$ cat src/wdms_params.svh
// Constants of the watchdog mode sequencer: register offsets, field positions,
// reset values and divider counts. Included by the package and the design.
`ifndef WDMS_PARAMS_SVH
`define WDMS_PARAMS_SVH

`define WDMS_ADDR_W          8
`define WDMS_OFS_MAIN        8'h00
`define WDMS_OFS_SECONDARY   8'h04
`define WDMS_OFS_STATUS      8'h08
`define WDMS_OFS_NMI         8'h0C
`define WDMS_OFS_RESET       8'h10

// Main control access kinds, written to bits [1:0] of the main control word
`define WDMS_ACC_PASSWORD    2'h1
`define WDMS_ACC_MODIFY      2'h2
`define WDMS_MAIN_KIND_LSB   0
`define WDMS_MAIN_INIT_BIT   2
`define WDMS_MAIN_VALID_BIT  3
`define WDMS_MAIN_RELOAD_LSB 16

`define WDMS_SEC_RATE_BIT    0
`define WDMS_SEC_DISREQ_BIT  1

`define WDMS_START_VALUE     16'hFFFC
`define WDMS_MID_VALUE       16'h7FFF
`define WDMS_ALL_ONES        16'hFFFF
`define WDMS_RELOAD_RST      16'h0000
`define WDMS_DIV_FAST        256
`define WDMS_DIV_SLOW        16384

`define WDMS_RESP_OKAY       2'h0
`define WDMS_RESP_SLVERR     2'h2

`endif

$ cat src/wdms_pkg.sv
// Types of the watchdog mode sequencer.
// Assumes wdms_params.svh is on the include path.
`include "wdms_params.svh"
package wdms_pkg;
  typedef enum logic [1:0] {
    WDMS_TIMEOUT,
    WDMS_NORMAL,
    WDMS_DISABLE,
    WDMS_PREWARN
  } wdms_mode_t;

  typedef struct packed {
    logic        access_error_flag;
    logic        overflow_error_flag;
    logic        prewarning_flag;
    logic        timeout_indication_flag;
    logic        disabled_status_flag;
    logic        input_select_status;
  } wdms_status_t;
endpackage

$ cat src/wdms_top.sv
// Watchdog mode sequencer: 16-bit up counter, four modes, AXI4-Lite registers.
// Assumes one clock core_clk and synchronous srst; the password and guard
// checks are done upstream and arrive as one valid bit in the write data.
// How it works
// - Timeout to normal on init_end with no disable
// - Normal entry loads counter with reload value
// - Normal entry clears error, prewarn, timeout, disabled
// - Normal counts up at selected prescaled rate
// - Valid password in normal returns to timeout
// - Normal overflow sets overflow error, prewarns
// - Normal invalid access sets access error, prewarns
// - Timeout to disable on init_end with request
// - Disable holds counter value
// - Disable: password to timeout, invalid to prewarn
// - Prewarn entry sets NMI watchdog flag
// - Prewarn entry loads start, sets prewarn flag
// - Prewarn entry keeps timeout indication flag
// - Prewarn never changes mode; invalid sets error
// - Prewarn refuses secondary writes with bus error
// - Prewarn overflow resets system, sets reset flag
// - Top bit rising raises NMI while counting
// - Mid-count NMI leaves mode unchanged
// - Soft reset clears errors, watchdog reset keeps
// - Timeout entry loads start, sets timeout flag
// - Valid modify sets the lock bit again
// - Divider gives clock by 256 or 16384
// - Rate request copied when init_end set
//
// Chosen here: the AXI4-Lite interface to the registers and the address map.
`timescale 1ns/1ps
`include "wdms_params.svh"
module wdms_top
  import wdms_pkg::*;
#(
  parameter int DIV_FAST = `WDMS_DIV_FAST,
  parameter int DIV_SLOW = `WDMS_DIV_SLOW
) (
  input  wire logic        core_clk,          // System clock, 100 MHz
  input  wire logic        srst,              // Synchronous reset, active high
  input  wire logic        wd_reset_cause,    // 1: last reset came from this watchdog
  input  wire logic [7:0]  s_axi_awaddr,      // Write address
  input  wire logic        s_axi_awvalid,     // Write address valid
  output logic             s_axi_awready,     // Write address ready
  input  wire logic [31:0] s_axi_wdata,       // Write data
  input  wire logic [3:0]  s_axi_wstrb,       // Write strobes
  input  wire logic        s_axi_wvalid,      // Write data valid
  output logic             s_axi_wready,      // Write data ready
  output logic [1:0]       s_axi_bresp,       // Write response
  output logic             s_axi_bvalid,      // Write response valid
  input  wire logic        s_axi_bready,      // Write response ready
  input  wire logic [7:0]  s_axi_araddr,      // Read address
  input  wire logic        s_axi_arvalid,     // Read address valid
  output logic             s_axi_arready,     // Read address ready
  output logic [31:0]      s_axi_rdata,       // Read data
  output logic [1:0]       s_axi_rresp,       // Read response
  output logic             s_axi_rvalid,      // Read data valid
  input  wire logic        s_axi_rready,      // Read data ready
  output logic             nmi_req,           // One-cycle NMI request pulse
  output logic             sys_reset_req      // One-cycle system reset request
);

  // Divider counts must stay ordered and fit the 16-bit prescaler
  if (DIV_FAST < 2 || DIV_SLOW <= DIV_FAST) begin : g_bad_div_order
    $error("wdms_top: divider values unusable");
  end
  if (DIV_SLOW > 65536) begin : g_bad_div_width
    $error("wdms_top: slow divider exceeds prescaler width");
  end

  wdms_mode_t   mode_q;
  wdms_status_t st_q;
  logic [15:0]  wd_counter_q;
  logic [15:0]  reload_value_q;
  logic         init_end_bit_q;
  logic         lock_bit_q;
  logic         input_rate_request_q;
  logic         disable_request_bit_q;
  logic         nmi_watchdog_flag_q;
  logic         watchdog_reset_flag_q;
  logic [15:0]  div_q;
  logic         aw_held_q;
  logic         w_held_q;
  logic [7:0]   aw_addr_q;
  logic [31:0]  w_data_q;
  logic [3:0]   w_strb_q;

  // Write channel: address and data latched independently, then one write cycle
  wire         wr_go    = aw_held_q && w_held_q && !s_axi_bvalid;
  wire         wr_main  = wr_go && aw_addr_q == `WDMS_OFS_MAIN && w_strb_q[0];
  wire         wr_sec   = wr_go && aw_addr_q == `WDMS_OFS_SECONDARY;
  wire         wr_nmi   = wr_go && aw_addr_q == `WDMS_OFS_NMI && w_strb_q[0];
  wire         wr_rst   = wr_go && aw_addr_q == `WDMS_OFS_RESET && w_strb_q[0];
  wire         wr_known = wr_main || wr_sec || wr_nmi || wr_rst ||
                          (wr_go && aw_addr_q == `WDMS_OFS_STATUS);
  wire [1:0]   acc_kind = w_data_q[`WDMS_MAIN_KIND_LSB +: 2];
  wire         acc_ok   = w_data_q[`WDMS_MAIN_VALID_BIT];
  wire         pw_valid = wr_main && acc_kind == `WDMS_ACC_PASSWORD && acc_ok;
  wire         md_valid = wr_main && acc_kind == `WDMS_ACC_MODIFY && acc_ok && !lock_bit_q;
  wire         acc_bad  = wr_main && !pw_valid && !md_valid;
  wire         md_init  = md_valid && w_data_q[`WDMS_MAIN_INIT_BIT];
  wire         sec_deny = mode_q == WDMS_PREWARN || init_end_bit_q;

  // Prescaler runs free, not synchronised to mode changes
  wire [15:0]  div_last = st_q.input_select_status ? 16'(DIV_FAST - 1) : 16'(DIV_SLOW - 1);
  wire         tick     = div_q >= div_last;
  wire         counting = mode_q != WDMS_DISABLE;
  wire         cnt_inc  = tick && counting;
  wire         ovf      = cnt_inc && wd_counter_q == `WDMS_ALL_ONES;
  wire         mid      = cnt_inc && wd_counter_q == `WDMS_MID_VALUE;
  wire         to_prew  = mode_q != WDMS_PREWARN && (ovf || acc_bad);

  always_ff @(posedge core_clk) begin
    if (srst) begin
      div_q <= 16'h0000;
    end else if (tick) begin
      div_q <= 16'h0000;
    end else begin
      div_q <= div_q + 16'h0001;
    end
  end

  always_ff @(posedge core_clk) begin
    if (srst) begin
      mode_q <= WDMS_TIMEOUT;
    end else begin
      case (mode_q)
        WDMS_TIMEOUT: begin
          if (to_prew) begin
            mode_q <= WDMS_PREWARN;
          end else if (md_init) begin
            mode_q <= disable_request_bit_q ? WDMS_DISABLE : WDMS_NORMAL;
          end
        end
        WDMS_NORMAL, WDMS_DISABLE: begin
          if (to_prew) begin
            mode_q <= WDMS_PREWARN;
          end else if (pw_valid) begin
            mode_q <= WDMS_TIMEOUT;
          end
        end
        WDMS_PREWARN: begin
          mode_q <= WDMS_PREWARN;
        end
        default: begin
          mode_q <= WDMS_TIMEOUT;
        end
      endcase
    end
  end

  always_ff @(posedge core_clk) begin
    if (srst) begin
      wd_counter_q <= `WDMS_START_VALUE;
    end else if (to_prew) begin
      wd_counter_q <= `WDMS_START_VALUE;
    end else if (pw_valid && (mode_q == WDMS_NORMAL || mode_q == WDMS_DISABLE)) begin
      wd_counter_q <= `WDMS_START_VALUE;
    end else if (md_init && mode_q == WDMS_TIMEOUT && !disable_request_bit_q) begin
      wd_counter_q <= w_data_q[`WDMS_MAIN_RELOAD_LSB +: 16];
    end else if (cnt_inc) begin
      wd_counter_q <= wd_counter_q + 16'h0001;
    end
  end

  // Status flags; a soft reset clears errors, a watchdog reset keeps them
  always_ff @(posedge core_clk) begin
    if (srst) begin
      st_q.access_error_flag       <= wd_reset_cause & st_q.access_error_flag;
      st_q.overflow_error_flag     <= wd_reset_cause & st_q.overflow_error_flag;
      st_q.prewarning_flag         <= 1'b0;
      st_q.timeout_indication_flag <= 1'b1;
      st_q.disabled_status_flag    <= 1'b0;
      st_q.input_select_status     <= 1'b0;
    end else begin
      if (acc_bad) begin
        st_q.access_error_flag <= 1'b1;
      end else if (md_init && mode_q == WDMS_TIMEOUT) begin
        st_q.access_error_flag <= 1'b0;
      end
      if (ovf && mode_q != WDMS_PREWARN) begin
        st_q.overflow_error_flag <= 1'b1;
      end else if (md_init && mode_q == WDMS_TIMEOUT) begin
        st_q.overflow_error_flag <= 1'b0;
      end
      if (to_prew) begin
        st_q.prewarning_flag      <= 1'b1;
        st_q.disabled_status_flag <= 1'b0;
      end else if (pw_valid && (mode_q == WDMS_NORMAL || mode_q == WDMS_DISABLE)) begin
        st_q.timeout_indication_flag <= 1'b1;
        st_q.disabled_status_flag    <= 1'b0;
      end else if (md_init && mode_q == WDMS_TIMEOUT) begin
        st_q.prewarning_flag         <= 1'b0;
        st_q.timeout_indication_flag <= 1'b0;
        st_q.disabled_status_flag    <= disable_request_bit_q;
      end
      if (md_init) begin
        st_q.input_select_status <= input_rate_request_q;
      end
    end
  end

  // A password opens the main control word for exactly one modify access;
  // a failed access closes it again so a stray write cannot reuse the opening
  always_ff @(posedge core_clk) begin
    if (srst) begin
      lock_bit_q <= 1'b1;
    end else if (pw_valid) begin
      lock_bit_q <= 1'b0;
    end else if (md_valid) begin
      lock_bit_q <= 1'b1;
    end else if (acc_bad) begin
      lock_bit_q <= 1'b1;
    end
  end

  // Reset opens the protected registers; only a valid modify changes this
  always_ff @(posedge core_clk) begin
    if (srst) begin
      init_end_bit_q <= 1'b0;
    end else if (md_valid) begin
      init_end_bit_q <= w_data_q[`WDMS_MAIN_INIT_BIT];
    end
  end

  always_ff @(posedge core_clk) begin
    if (srst) begin
      reload_value_q <= `WDMS_RELOAD_RST;
    end else if (md_valid) begin
      reload_value_q <= w_data_q[`WDMS_MAIN_RELOAD_LSB +: 16];
    end
  end

  always_ff @(posedge core_clk) begin
    if (srst) begin
      input_rate_request_q  <= 1'b0;
      disable_request_bit_q <= 1'b0;
    end else if (wr_sec && !sec_deny && w_strb_q[0]) begin
      input_rate_request_q  <= w_data_q[`WDMS_SEC_RATE_BIT];
      disable_request_bit_q <= w_data_q[`WDMS_SEC_DISREQ_BIT];
    end
  end

  // NMI flag: hardware set wins over a software clear in the same cycle
  always_ff @(posedge core_clk) begin
    if (srst) begin
      nmi_watchdog_flag_q <= 1'b0;
    end else begin
      if (to_prew || mid) begin
        nmi_watchdog_flag_q <= 1'b1;
      end else if (wr_nmi && w_data_q[0]) begin
        nmi_watchdog_flag_q <= 1'b0;
      end
    end
  end

  // Request is a pulse; the level lives in the NMI flag until software clears it
  always_ff @(posedge core_clk) begin
    if (srst) begin
      nmi_req <= 1'b0;
    end else begin
      nmi_req <= to_prew || mid;
    end
  end

  // Watchdog reset flag survives an srst with wd_reset_cause set so software can see the cause; any other srst clears it
  always_ff @(posedge core_clk) begin
    if (srst) begin
      sys_reset_req <= 1'b0;
    end else begin
      sys_reset_req <= ovf && mode_q == WDMS_PREWARN;
    end
  end

  always_ff @(posedge core_clk) begin
    if (sys_reset_req) begin
      watchdog_reset_flag_q <= 1'b1;
    end else if (srst) begin
      watchdog_reset_flag_q <= watchdog_reset_flag_q & wd_reset_cause;
    end else if (wr_rst && w_data_q[0]) begin
      watchdog_reset_flag_q <= 1'b0;
    end
  end

  // AXI4-Lite write side; ready pulses so each channel takes one beat only
  always_ff @(posedge core_clk) begin
    if (srst) begin
      s_axi_awready <= 1'b0;
    end else if (s_axi_awvalid && s_axi_awready) begin
      s_axi_awready <= 1'b0;
    end else begin
      s_axi_awready <= !aw_held_q && !s_axi_awready;
    end
  end

  always_ff @(posedge core_clk) begin
    if (srst) begin
      s_axi_wready <= 1'b0;
    end else if (s_axi_wvalid && s_axi_wready) begin
      s_axi_wready <= 1'b0;
    end else begin
      s_axi_wready <= !w_held_q && !s_axi_wready;
    end
  end

  // Held beats stay until the response is taken, which blocks a second write
  always_ff @(posedge core_clk) begin
    if (srst) begin
      aw_held_q     <= 1'b0;
      w_held_q      <= 1'b0;
      aw_addr_q     <= 8'h00;
      w_data_q      <= 32'h0000_0000;
      w_strb_q      <= 4'h0;
      s_axi_bvalid  <= 1'b0;
      s_axi_bresp   <= `WDMS_RESP_OKAY;
    end else begin
      if (s_axi_awvalid && s_axi_awready) begin
        aw_held_q <= 1'b1;
        aw_addr_q <= s_axi_awaddr;
      end
      if (s_axi_wvalid && s_axi_wready) begin
        w_held_q <= 1'b1;
        w_data_q <= s_axi_wdata;
        w_strb_q <= s_axi_wstrb;
      end
      if (wr_go) begin
        s_axi_bvalid <= 1'b1;
        s_axi_bresp  <= (!wr_known || (wr_sec && sec_deny)) ? `WDMS_RESP_SLVERR : `WDMS_RESP_OKAY;
      end else if (s_axi_bvalid && s_axi_bready) begin
        s_axi_bvalid <= 1'b0;
        aw_held_q    <= 1'b0;
        w_held_q     <= 1'b0;
      end
    end
  end

  // AXI4-Lite read side; no new address while read data waits
  always_ff @(posedge core_clk) begin
    if (srst) begin
      s_axi_arready <= 1'b0;
    end else if (s_axi_arvalid && s_axi_arready) begin
      s_axi_arready <= 1'b0;
    end else begin
      s_axi_arready <= !s_axi_arready && !s_axi_rvalid;
    end
  end

  always_ff @(posedge core_clk) begin
    if (srst) begin
      s_axi_rvalid  <= 1'b0;
      s_axi_rdata   <= 32'h0000_0000;
      s_axi_rresp   <= `WDMS_RESP_OKAY;
    end else begin
      if (s_axi_arvalid && s_axi_arready) begin
        s_axi_rvalid  <= 1'b1;
        s_axi_rresp   <= `WDMS_RESP_OKAY;
        case (s_axi_araddr)
          `WDMS_OFS_MAIN:      s_axi_rdata <= {reload_value_q, 12'h000, init_end_bit_q, lock_bit_q, 2'h0};
          `WDMS_OFS_SECONDARY: s_axi_rdata <= {30'h0, disable_request_bit_q, input_rate_request_q};
          `WDMS_OFS_STATUS:    s_axi_rdata <= {wd_counter_q, 8'h00, mode_q, st_q};
          `WDMS_OFS_NMI:       s_axi_rdata <= {31'h0, nmi_watchdog_flag_q};
          `WDMS_OFS_RESET:     s_axi_rdata <= {31'h0, watchdog_reset_flag_q};
          default: begin
            s_axi_rdata <= 32'h0000_0000;
            s_axi_rresp <= `WDMS_RESP_SLVERR;
          end
        endcase
      end else if (s_axi_rvalid && s_axi_rready) begin
        s_axi_rvalid <= 1'b0;
      end
    end
  end

endmodule

$ cat config.mk
export PLATFORM = sky130hd
export DESIGN_NAME = wdms_top
export DESIGN_NICKNAME = d
export VERILOG_FILES = /design/src/wdms_pkg.sv /design/src/wdms_top.sv
export VERILOG_INCLUDE_DIRS = /design/src /design/src/src
export SDC_FILE = /design/constraint.sdc
export NUM_CORES = 1
export LEC_CHECK = 0
export ABC_AREA = 1
export BUFFER_PORTS_ARGS = -buffer_cell sky130_fd_sc_hd__buf_2
export CORE_MARGIN = 2
export CORE_UTILIZATION = 30
export DETAILED_ROUTE_END_ITERATION = 8
export HOLD_SLACK_MARGIN = 0.1
export SKIP_LAST_GASP = 1
export SLEW_MARGIN = 20
export SYNTH_ARGS = -nofsm -noshare
export SYNTH_HDL_FRONTEND = slang
export SYNTH_SLANG_ARGS = --single-unit
$ cat constraint.sdc
create_clock -name core_clk -period 2.4 [get_ports core_clk]
set_clock_uncertainty 0.05 [all_clocks]
set_input_delay 0 -clock core_clk [delete_from_list [all_inputs] [get_ports core_clk]]
set_output_delay 0 -clock core_clk [all_outputs]
set_load 0.05 [all_outputs]
-- Word-level counts from Yosys, hierarchy flattened
Cells that the tools add are included.
Widths: inputs -> output; s select.
- add/sub/neg operators: 2
- multipliers: 0
- divide/modulo/power cells: 0
- $lt $le $gt $ge: 1
- eq/ne operators: 20
- shift-type cells: 0
- multiplexer cells: 40
- bitwise gates (word level): 4
- reduce and logical (&&, ||, !) cells: 85
- operators with widths (operator ; count):
    $pmux 32 s5 ; 1
    $logic_and 1x1->1 ; 40
    $add 16x1->16 const B ; 2
    $eq 8x4->1 const B ; 4
    $mux 16 ; 2
    $mux 1 ; 25
    $eq 16x15->1 const B ; 1
    $eq 16x16->1 const B ; 1
    $eq 8x3->1 const B ; 2
    $eq 8x5->1 const B ; 2
    $ge 16x14->1 ; 1
    $logic_not 8->1 ; 2
    $mux 2 ; 8
    $mux 14 ; 1
    $reduce_bool 2->1 ; 7
    $logic_not 1->1 ; 13
    $reduce_or 2->1 ; 5
    $logic_or 1x1->1 ; 9
    $reduce_bool 3->1 ; 3
    $eq 2x2->1 const B ; 3
    $mux 6 ; 1
    $ne 2x2->1 const B ; 3
    $ne 3x3->1 const B ; 2
    $pmux 2 s3 ; 1
    8 further kinds ; 13
- register bits: 148
- latch bits: 0
- bits in writable memories: 0
- bits in read-only memories: 0
- input port bits: 60
- output and inout port bits: 43
- logic and storage cells: 183
- memories kept: 0

-- Longest topological paths before layout
Gate-level depths: netlist of the first run.
- depth in word-level cells: 13
- mapped depth: 15
- depth with buffers taken out: 15

-- Worst setup path before layout of the first run
Ideal clock, no wire load.
- kind: register -> register
- from: register st_q[0] in the netlist's numbering
- to: register wd_counter_q[7]
- setup time: 0.127 ns
- arrival time: 1.763 ns
- data required time: 2.223 ns
- path slack: 0.459 ns
- cell stages (with the launch flop): 15
- clock period less this slack: 1.941 ns
- path through: dfxtp_1 -> ha_1 -> nand2_1 -> inv_1 -> nand2_1 -> inv_1 -> nand2_1 -> nand3_1 -> nand2_1 -> inv_2 -> nand3_2 -> nand2_2 -> nor3_4 -> buf_4 -> o211ai_1
- cells in the longest elaborated chain, start to end: 7
- elaborated cells on any way between the ends: 8
- those cells by class: 1 x order compare; 1 x mux; 6 x reduce/logical
- RTL lines (what ; line ; RTL):
    from (decl) ; wdms_top.sv:71 ; wdms_status_t st_q;
    $mux 14 * ; wdms_top.sv:104 ; wire [15:0] div_last = st_q.input_select_status ? 16'(DIV_FAST - 1) : 16'(DIV_SLOW - 1);
    $ge 16x14->1 * ; wdms_top.sv:105 ; wire tick = div_q >= div_last;
    $logic_and 1x1->1 * ; wdms_top.sv:107 ; wire cnt_inc = tick && counting;
    $logic_and 1x1->1 (no source line) ; -- ;
    $logic_or 1x1->1 ; wdms_top.sv:110 ; wire to_prew = mode_q != WDMS_PREWARN && (ovf || acc_bad);
    $logic_and 1x1->1 ; wdms_top.sv:110 ;
    $reduce_or 3->1 (no source line) ; -- ;
    to (signal assigned) ; wdms_top.sv:153 ; wd_counter_q <= `WDMS_START_VALUE;
    to (signal assigned) ; wdms_top.sv:155 ; wd_counter_q <= `WDMS_START_VALUE;
    to (signal assigned) ; wdms_top.sv:157 ; wd_counter_q <= `WDMS_START_VALUE;
    to (decl) ; wdms_top.sv:72 ; logic [15:0] wd_counter_q;
Every way passes the cells marked *; elsewhere a longest branch is shown, timed or not.
A chain may end at the register's enable or synchronous reset.

-- Worst setup path in the final report of the first run
- from: register div_q[0]
- to: register mode_q[0]
- cells in the longest elaborated chain, start to end: 7
- elaborated cells on any way between the ends: 11
- those cells by class: 1 x order compare; 2 x eq/ne; 3 x mux; 5 x reduce/logical
- RTL lines (what ; line ; RTL):
    from (decl) ; wdms_top.sv:80 ; logic [15:0] div_q;
    from (signal assigned) ; wdms_top.sv:118 ; div_q <= div_q + 16'h0001;
    $ge 16x14->1 * ; wdms_top.sv:105 ;
    $logic_and 1x1->1 * ; wdms_top.sv:107 ;
    $logic_and 1x1->1 (no source line) * ; -- ;
    $logic_or 1x1->1 * ; wdms_top.sv:110 ;
    $logic_and 1x1->1 * ; wdms_top.sv:110 ;
    $mux 2 (tied with other cells) ; wdms_top.sv:135 ; if (to_prew) begin
    $pmux 2 s3 / $reduce_and 2->1 (equally long branches) ; -- ;
    to (signal assigned) ; wdms_top.sv:131 ; mode_q <= disable_request_bit_q ? WDMS_DISABLE : WDMS_NORMAL;
    to (decl) ; wdms_top.sv:70 ; wdms_mode_t mode_q;
Marks and branches as above.

==> out/metrics.cfg, run 1 <==
[cells_and_area]
diodes=0
nets=982
syn2layout_area_growth_pct=28.54
drive_above_1_share=0.1661

[setup_path]
crit_path_start_kind=flip-flop
cp-end-kind=flip-flop
critPathSlowestCell=dfxtp_1
required_ns=2.65
r2r_slack_ns=0.26
crit_top_cell=nand2_1
critPathMaxStageDelay_ns=0.35
cp_cell_sequence=ha_1 -> nand2_1 -> inv_2 -> nand2_1 -> nor2_2 -> nand2_1 -> nand3_1 -> nand2_1 -> buf_4 -> o21bai_1 -> nand2_1 -> nand2_1 -> nand2_1 -> nor2_1 -> nor2_1
critPathKind=reg -> reg
crit_fanout=11
timing.rr.end=mode_q[0]
crit_start=div_q[0]
cp_data_arrival_time_ns=2.39
reg2reg_depth=15
reg2reg_from=div_q[0]

[detailed_routing]
num_vias=5376
antenna_left=0
drtPass1Iterations=5
drt-initial-drc-count=353
finalWirelength_um=14870
dr_wl_met3_um=790
viasPerCell=4.533
highest_layer=met4
routedWlPerCell_um=12.54
drc=0
route.met2.wl_um=6058
drt-met1-wl_um=7799

[pwr]
p_per_area_nw_per_um2=721.3
leakagePower_uw=0.003252
ir_drop_v=0.0004241
power_uw=5422

[hold_path]
hold_start=s_axi_wvalid
whs_path_depth=4
holdPathEnd=w_data_q[2]
hold_class=in -> reg

[grt]
grt_pass1_wl_um=24190
globalRouteTotalUtil=0.1493
overflow=0
grt_start_max_net_pins=55
antenna_found_initial=0
grt_pass1_vias=4816

[job]
drv_cap=0

[yosys]
synth-seq-cells=126
netlist.area_leader.share=0.4245
ys_warn_count=0
synth_edf_count=2
syn_area_per_cell_um2=7.488
yosysSeqAreaShare=0.4347
synth_ff_type=dfxtp_1
synth_area_um2=5848
synthArstFlopShare=0
synth.distinct_cells=48
syn_inst=781
yosysTopAreaCell=dfxtp_1
synth_area_leaders=dfxtp_1 42%, nand2_1 9.1%, a21oi_1 6.0%, inv_1 5.6%, o21ai_0 5.5%

[timing]
period_minus_slack_ns=2.137
slew_headroom=0.5356
rsz0062_at_grt=false
tightest_slew_ns=0.6958
timing.fmax_mhz=468.0
drv_slew=0
fin_tns_setup_ns=0
hold_viol=0
period_share=0.8903
finalSetupViolCount=0
holdWs_ns=0.1580

[die]
die_h_um=143.6
placementRows=51
dieArea_um2=20630
coreArea_um2=19270
initial_core_util=0.3035
die_x_um=143.6
ioPinCount=103

[clocking]
clk_latency_ns=0.41
htree_num_levels=4
cts_tree=done
clk_pin_slew_ns=0.05
clkSinkCount=126
cts-root-buf=clkbuf_16
numCtsBuffers=17
clockBufferDepth=2

[place]
gp_congestion=0.8567
port-buffer-count=77
dp_hpwl_um=10470

[outcome]
status=completed

## cell usage after synthesis (2+ instances only)
library cell / count
buf_4: 11
nand2_4: 2
nor3_4: 2
edfxtp_1: 2
buf_6: 3
nand3_4: 2
o211ai_1: 10
xor2_1: 13
nor2_2: 5
inv_1: 88
clkbuf_1: 20
dfxtp_1: 124
a21oi_1: 70
a211oi_1: 3
or2_2: 2
nor2_4: 4
nand3b_1: 2
o21ai_0: 64
nand4_1: 10
ha_1: 12
buf_2: 3
o22ai_1: 16
o21ai_1: 14
nand2_2: 2
nor3_2: 2
nand3_2: 4
or2_1: 2
buf_1: 2
nand3_1: 30
nand2_1: 142
inv_2: 5
nor3_1: 13
nor2_1: 81
a41oi_1: 2
## worst max path at each step
stage | end | slack [ns] | cells after the start
2_1_floorplan | wd_counter_q[7] | 0.46 | 14
3_3_place_gp | wd_counter_q[0] | 0.28 | 15
3_5_place_dp | mode_q[0] | 0.24 | 15
4_1_cts | s_axi_rdata[1] | 0.04 | 9
5_1_grt | mode_q[0] | 0.02 | 15
6_report | mode_q[0] | 0.26 | 15
## cell usage in the layout (no fill, tap or decap), types with 3 or more instances in the layout
master / count
a211oi_1: 3
a21oi_1: 70
buf_2: 77
buf_4: 14
clkbuf_1: 3
clkbuf_16: 17
clkbuf_8: 3
clkinv_2: 5
conb_1: 11
dfxtp_1: 123
dlygate4sd3_1: 48
ha_1: 12
inv_1: 88
inv_2: 5
nand2_1: 142
nand3_1: 30
nand3_2: 4
nand4_1: 10
nor2_1: 81
nor2_2: 5
nor2_4: 4
nor3_1: 13
o211ai_1: 10
o21ai_0: 64
o21ai_1: 14
o22ai_1: 16
xor2_1: 13
## timing repair
| item | CTS | global route |
|---|---|---|
| endpoints found under the setup margin | 0 | 3 |
| setup buffers | 0 | 1 |
| endpoints found under the hold margin | 70 | 0 |
| hold buffers | 49 | 0 |
| resized for setup | 0 | 1 |
## cell type report
cell class,instances,area (µm²)
clock buffer,23,478.0
clock inverter,7,63.81
fill,2063,11750
inverter,93,349.1
multi-input combinational,533,2780
sequential,126,2544
tap,265,331.6
timing repair buffer,139,970.9
## registers in the layout (all words and copies together), names as in the netlist, 2 cells and up
name	flops
aw_addr_q	8
div_q	16
st_q	6
wd_counter_q	16
reload_value_q	16
mode_q	2
w_data_q	20
s_axi_rdata	24
## power breakdown
group	leakage, µW	total (µW)	internal (µW)	switching [µW]
clock	0.000272	2370	1480	885
sequential	0.00103	2310	2200	101
combinational	0.00195	747	278	468
## critical path, delay by kind of cell (launching register included)
family	cells	cell delay, ns
DFF	1	0.35
and+or+nand+nor	11	1.03
buffers and inverters	2	0.26
adders and majority gates	1	0.17
AOI/OAI and AO/OA	1	0.17
## through the flow
stage / instances / cell area (µm²) / worst slack [ns] / utilization
after floorplan: 791 / 5886 / 0.4591 / -
after global placement: 1107 / 6486 / 0.2812 / 0.3366
after CTS: 1186 / 7518 / 0.03632 / 0.3901
after detailed placement: 1107 / 6486 / 0.2376 / 0.3366
after global routing: 1186 / 7517 / 0.01758 / 0.3901
final: 1186 / 7517 / 0.2632 / 0.3901
## logic make-up (layout without fill, tap and decap cells)
logic type / count (synthesis) / count (layout) / synth area share
other: 1 / 11 / 0.0006412
AND/OR/NAND/NOR: 313 / 313 / 0.2531
adder cells (fa/ha/maj): 12 / 12 / 0.02567
AO/OA/AOI/OAI: 184 / 184 / 0.1701
XOR/XNOR: 13 / 13 / 0.01947
flip-flops: 126 / 126 / 0.4347
buffers and inverters: 132 / 262 / 0.09628
## per-layer routing
| layer | vias to the layer above | GRT usage |
|---|---|---|
| li1 | 2799 | - |
| met1 | 2418 | 0.2145 |
| met2 | 143 | 0.2178 |
| met3 | 16 | 0.03565 |
| met4 | 0 | 0.05108 |
| met5 | - | 0 |
Note: power is estimated with default switching activity, not from simulation.
==> run 2, diff against run 1 <==
--- a/config.mk
+++ b/config.mk
@@ -9,9 +9,10 @@
 export ABC_AREA = 1
 export BUFFER_PORTS_ARGS = -buffer_cell sky130_fd_sc_hd__buf_2
 export CORE_MARGIN = 2
-export CORE_UTILIZATION = 30
+export CORE_UTILIZATION = 56
 export DETAILED_ROUTE_END_ITERATION = 8
 export HOLD_SLACK_MARGIN = 0.1
+export PLACE_DENSITY = 0.8
 export SKIP_LAST_GASP = 1
 export SLEW_MARGIN = 20
 export SYNTH_ARGS = -nofsm -noshare
==> run 2 against run 1 <==
Hold slack got worse by 0.0084 ns. Critical endpoint is now w_data_q[28]. Utilization increased by 35 points. Sequential share of layout area decreased by 0.15 points. Combinational power increased by 5.5%. Via count increased by 5.7%. Critical path depth decreased by 9. Final area increased by 0.45%. Highest routed layer unchanged. First-iteration DRC count increased by 27%. Global-route usage increased by 12 points. Register-to-register slack got worse by 0.09 ns.
==> out/metrics.cfg, run 2 (synthesized netlist as in run 1, its figures left out) <==
[place]
dp_slack_ns=0.2343  ; -0.003299 ns
detailed_place.area_um2=6280  ; -3.2%
port-buffer-count=77  ; unchanged
dp_hpwl_um=9497  ; -9.3%
gp_congestion=0.8778  ; +2.5%

[cells_and_area]
mostFrequentLayoutCells=141 x nand2_1, 123 x dfxtp_1, 88 x inv_1
fin_area_um2=7551  ; +0.45%
largest_reg_flops=24  ; unchanged
largest_registers=s_axi_rdata (24), w_data_q (20)
drive_above_1_share=0.1596  ; -0.006549
syn2layout_area_growth_pct=29.12
final_common_cell=nand2_1
nets=999  ; +1.7%
diodes=0  ; unchanged
regMostFlops=s_axi_rdata

[grt]
overflow=0  ; unchanged
globalRouteTotalUtil=0.2675  ; +0.1182
grt_start_max_net_pins=53  ; -3.6%
grt_pass1_vias=5344  ; +11%
grt_pass1_wl_um=24440  ; +1.0%
antenna_found_initial=0  ; unchanged

[setup_path]
crit_path_start_kind=flip-flop
r2r_slack_ns=0.17  ; -0.09 ns
cp-end-kind=flip-flop
reg2reg_depth=6  ; -9
required_ns=2.76  ; +0.11 ns
critPathKind=reg -> reg
crit_start=s_axi_wready
reg2reg_from=s_axi_wready
timing.rr.end=w_data_q[28]
cp_data_arrival_time_ns=2.59  ; +0.20 ns
crit_fanout=22  ; +11

[detailed_routing]
finalWirelength_um=14650  ; -1.5%
drt-initial-drc-count=449  ; +27%
viasPerCell=5.282  ; +17%
drtPass1Iterations=5  ; unchanged
routedWlPerCell_um=13.62  ; +8.6%
antenna_left=0  ; unchanged
drc=0  ; unchanged
num_vias=5683  ; +5.7%

[pwr]
p_per_area_nw_per_um2=716.4  ; -0.67%
ir_drop_v=0.0004079  ; -3.8%
power_uw=5410  ; -0.23%
leakagePower_uw=0.003302  ; +1.5%

[timing]
setup_slack_ns=0.1713  ; -0.09191 ns
period_minus_slack_ns=2.229  ; +0.09191 ns
slew_headroom=0.4350  ; -0.1006
drv_slew=0  ; unchanged
timing.fmax_mhz=448.7  ; -4.1%
tightest_slew_ns=0.8465  ; +0.1508 ns
hold_viol=0  ; unchanged
finalSetupViolCount=0  ; unchanged
fin_tns_setup_ns=0  ; unchanged
period_share=0.9286  ; +0.03829
rsz0062_at_grt=false

[die]
initial_core_util=0.5716  ; +0.2681
placementRows=37  ; -27%
dieArea_um2=11280  ; -45%
coreArea_um2=10230  ; -47%
die_x_um=106.2  ; -26%
ioPinCount=103  ; unchanged
die_h_um=106.2  ; -26%

[hold_path]
hold_start=s_axi_araddr[4]
holdPathEnd=s_axi_rdata[0]
whs_path_depth=7  ; +3
hold_class=in -> reg

[job]
drv_cap=0  ; unchanged

[clocking]
numCtsBuffers=17  ; unchanged
cts-root-buf=clkbuf_8
clockBufferDepth=2  ; unchanged
clk_latency_ns=0.52  ; +0.11 ns
cts_tree=done
htree_num_levels=4  ; unchanged
clk_pin_slew_ns=0.06  ; about the same
clkSinkCount=126  ; unchanged

[outcome]
status=completed

[run 2: worst max-delay path, cell delays in order (launching register included)]
cell,delay (ns)
dfxtp_1,0.40
nand2_2,0.14
buf_4,0.22
o21ai_0,0.15
dlygate4sd3_1,0.56
a21oi_1,0.04
dlygate4sd3_1,0.54
[run 2: where the power goes]
part	internal, µW	switching (µW)
Clock	1410	898
Combinational	307	481
Sequential	2200	106
Total	3920	1480
[run 2: layout make-up]
class,instances,area (µm²)
Clock buffer,21,449.2
Clock inverter,11,92.59
Fill cell,766,2680
Inverter,93,349.1
Multi-Input combinational cell,533,2788
Sequential cell,126,2544
Tap cell,136,170.2
Timing Repair Buffer,156,1159
[run 2: worst max-delay path by stage]
stage,endpoint,slack [ns],depth (start not counted)
floorplan,wd_counter_q[7],0.46,14
global placement,wd_counter_q[4],0.30,14
detailed placement,wd_counter_q[3],0.23,14
CTS,s_axi_rdata[1],0.17,9
global route,mode_q[1],0.03,15
finish,w_data_q[28],0.17,6
[run 2: timing repair]
| action | in CTS | in global routing |
|---|---|---|
| endpoints found under the setup margin | 0 | 4 |
| hold buffers | 73 | 0 |
| gates resized for setup | 0 | 3 |
| endpoints found under the hold margin | 85 | 0 |
| setup buffers | 0 | 0 |
[run 2: metrics by stage]
step,hold slack [ns],cells,utilization
after floorplan,0.02644,791,-
after global placement,0.1986,972,0.6138
after detailed placement,0.2073,972,0.6138
after CTS,0.1429,1077,0.7382
after global routing,0.2525,1076,0.7380
final,0.1495,1076,0.7380
[run 2: per-layer routing]
layer / global-route usage / wire [µm] / up-vias
li1: - / - / 2844
met1: 0.3545 / 6556 / 2596
met2: 0.4373 / 6865 / 220
met3: 0.04414 / 998 / 23
met4: 0.1043 / 231 / 0
met5: 0 / 0 / -
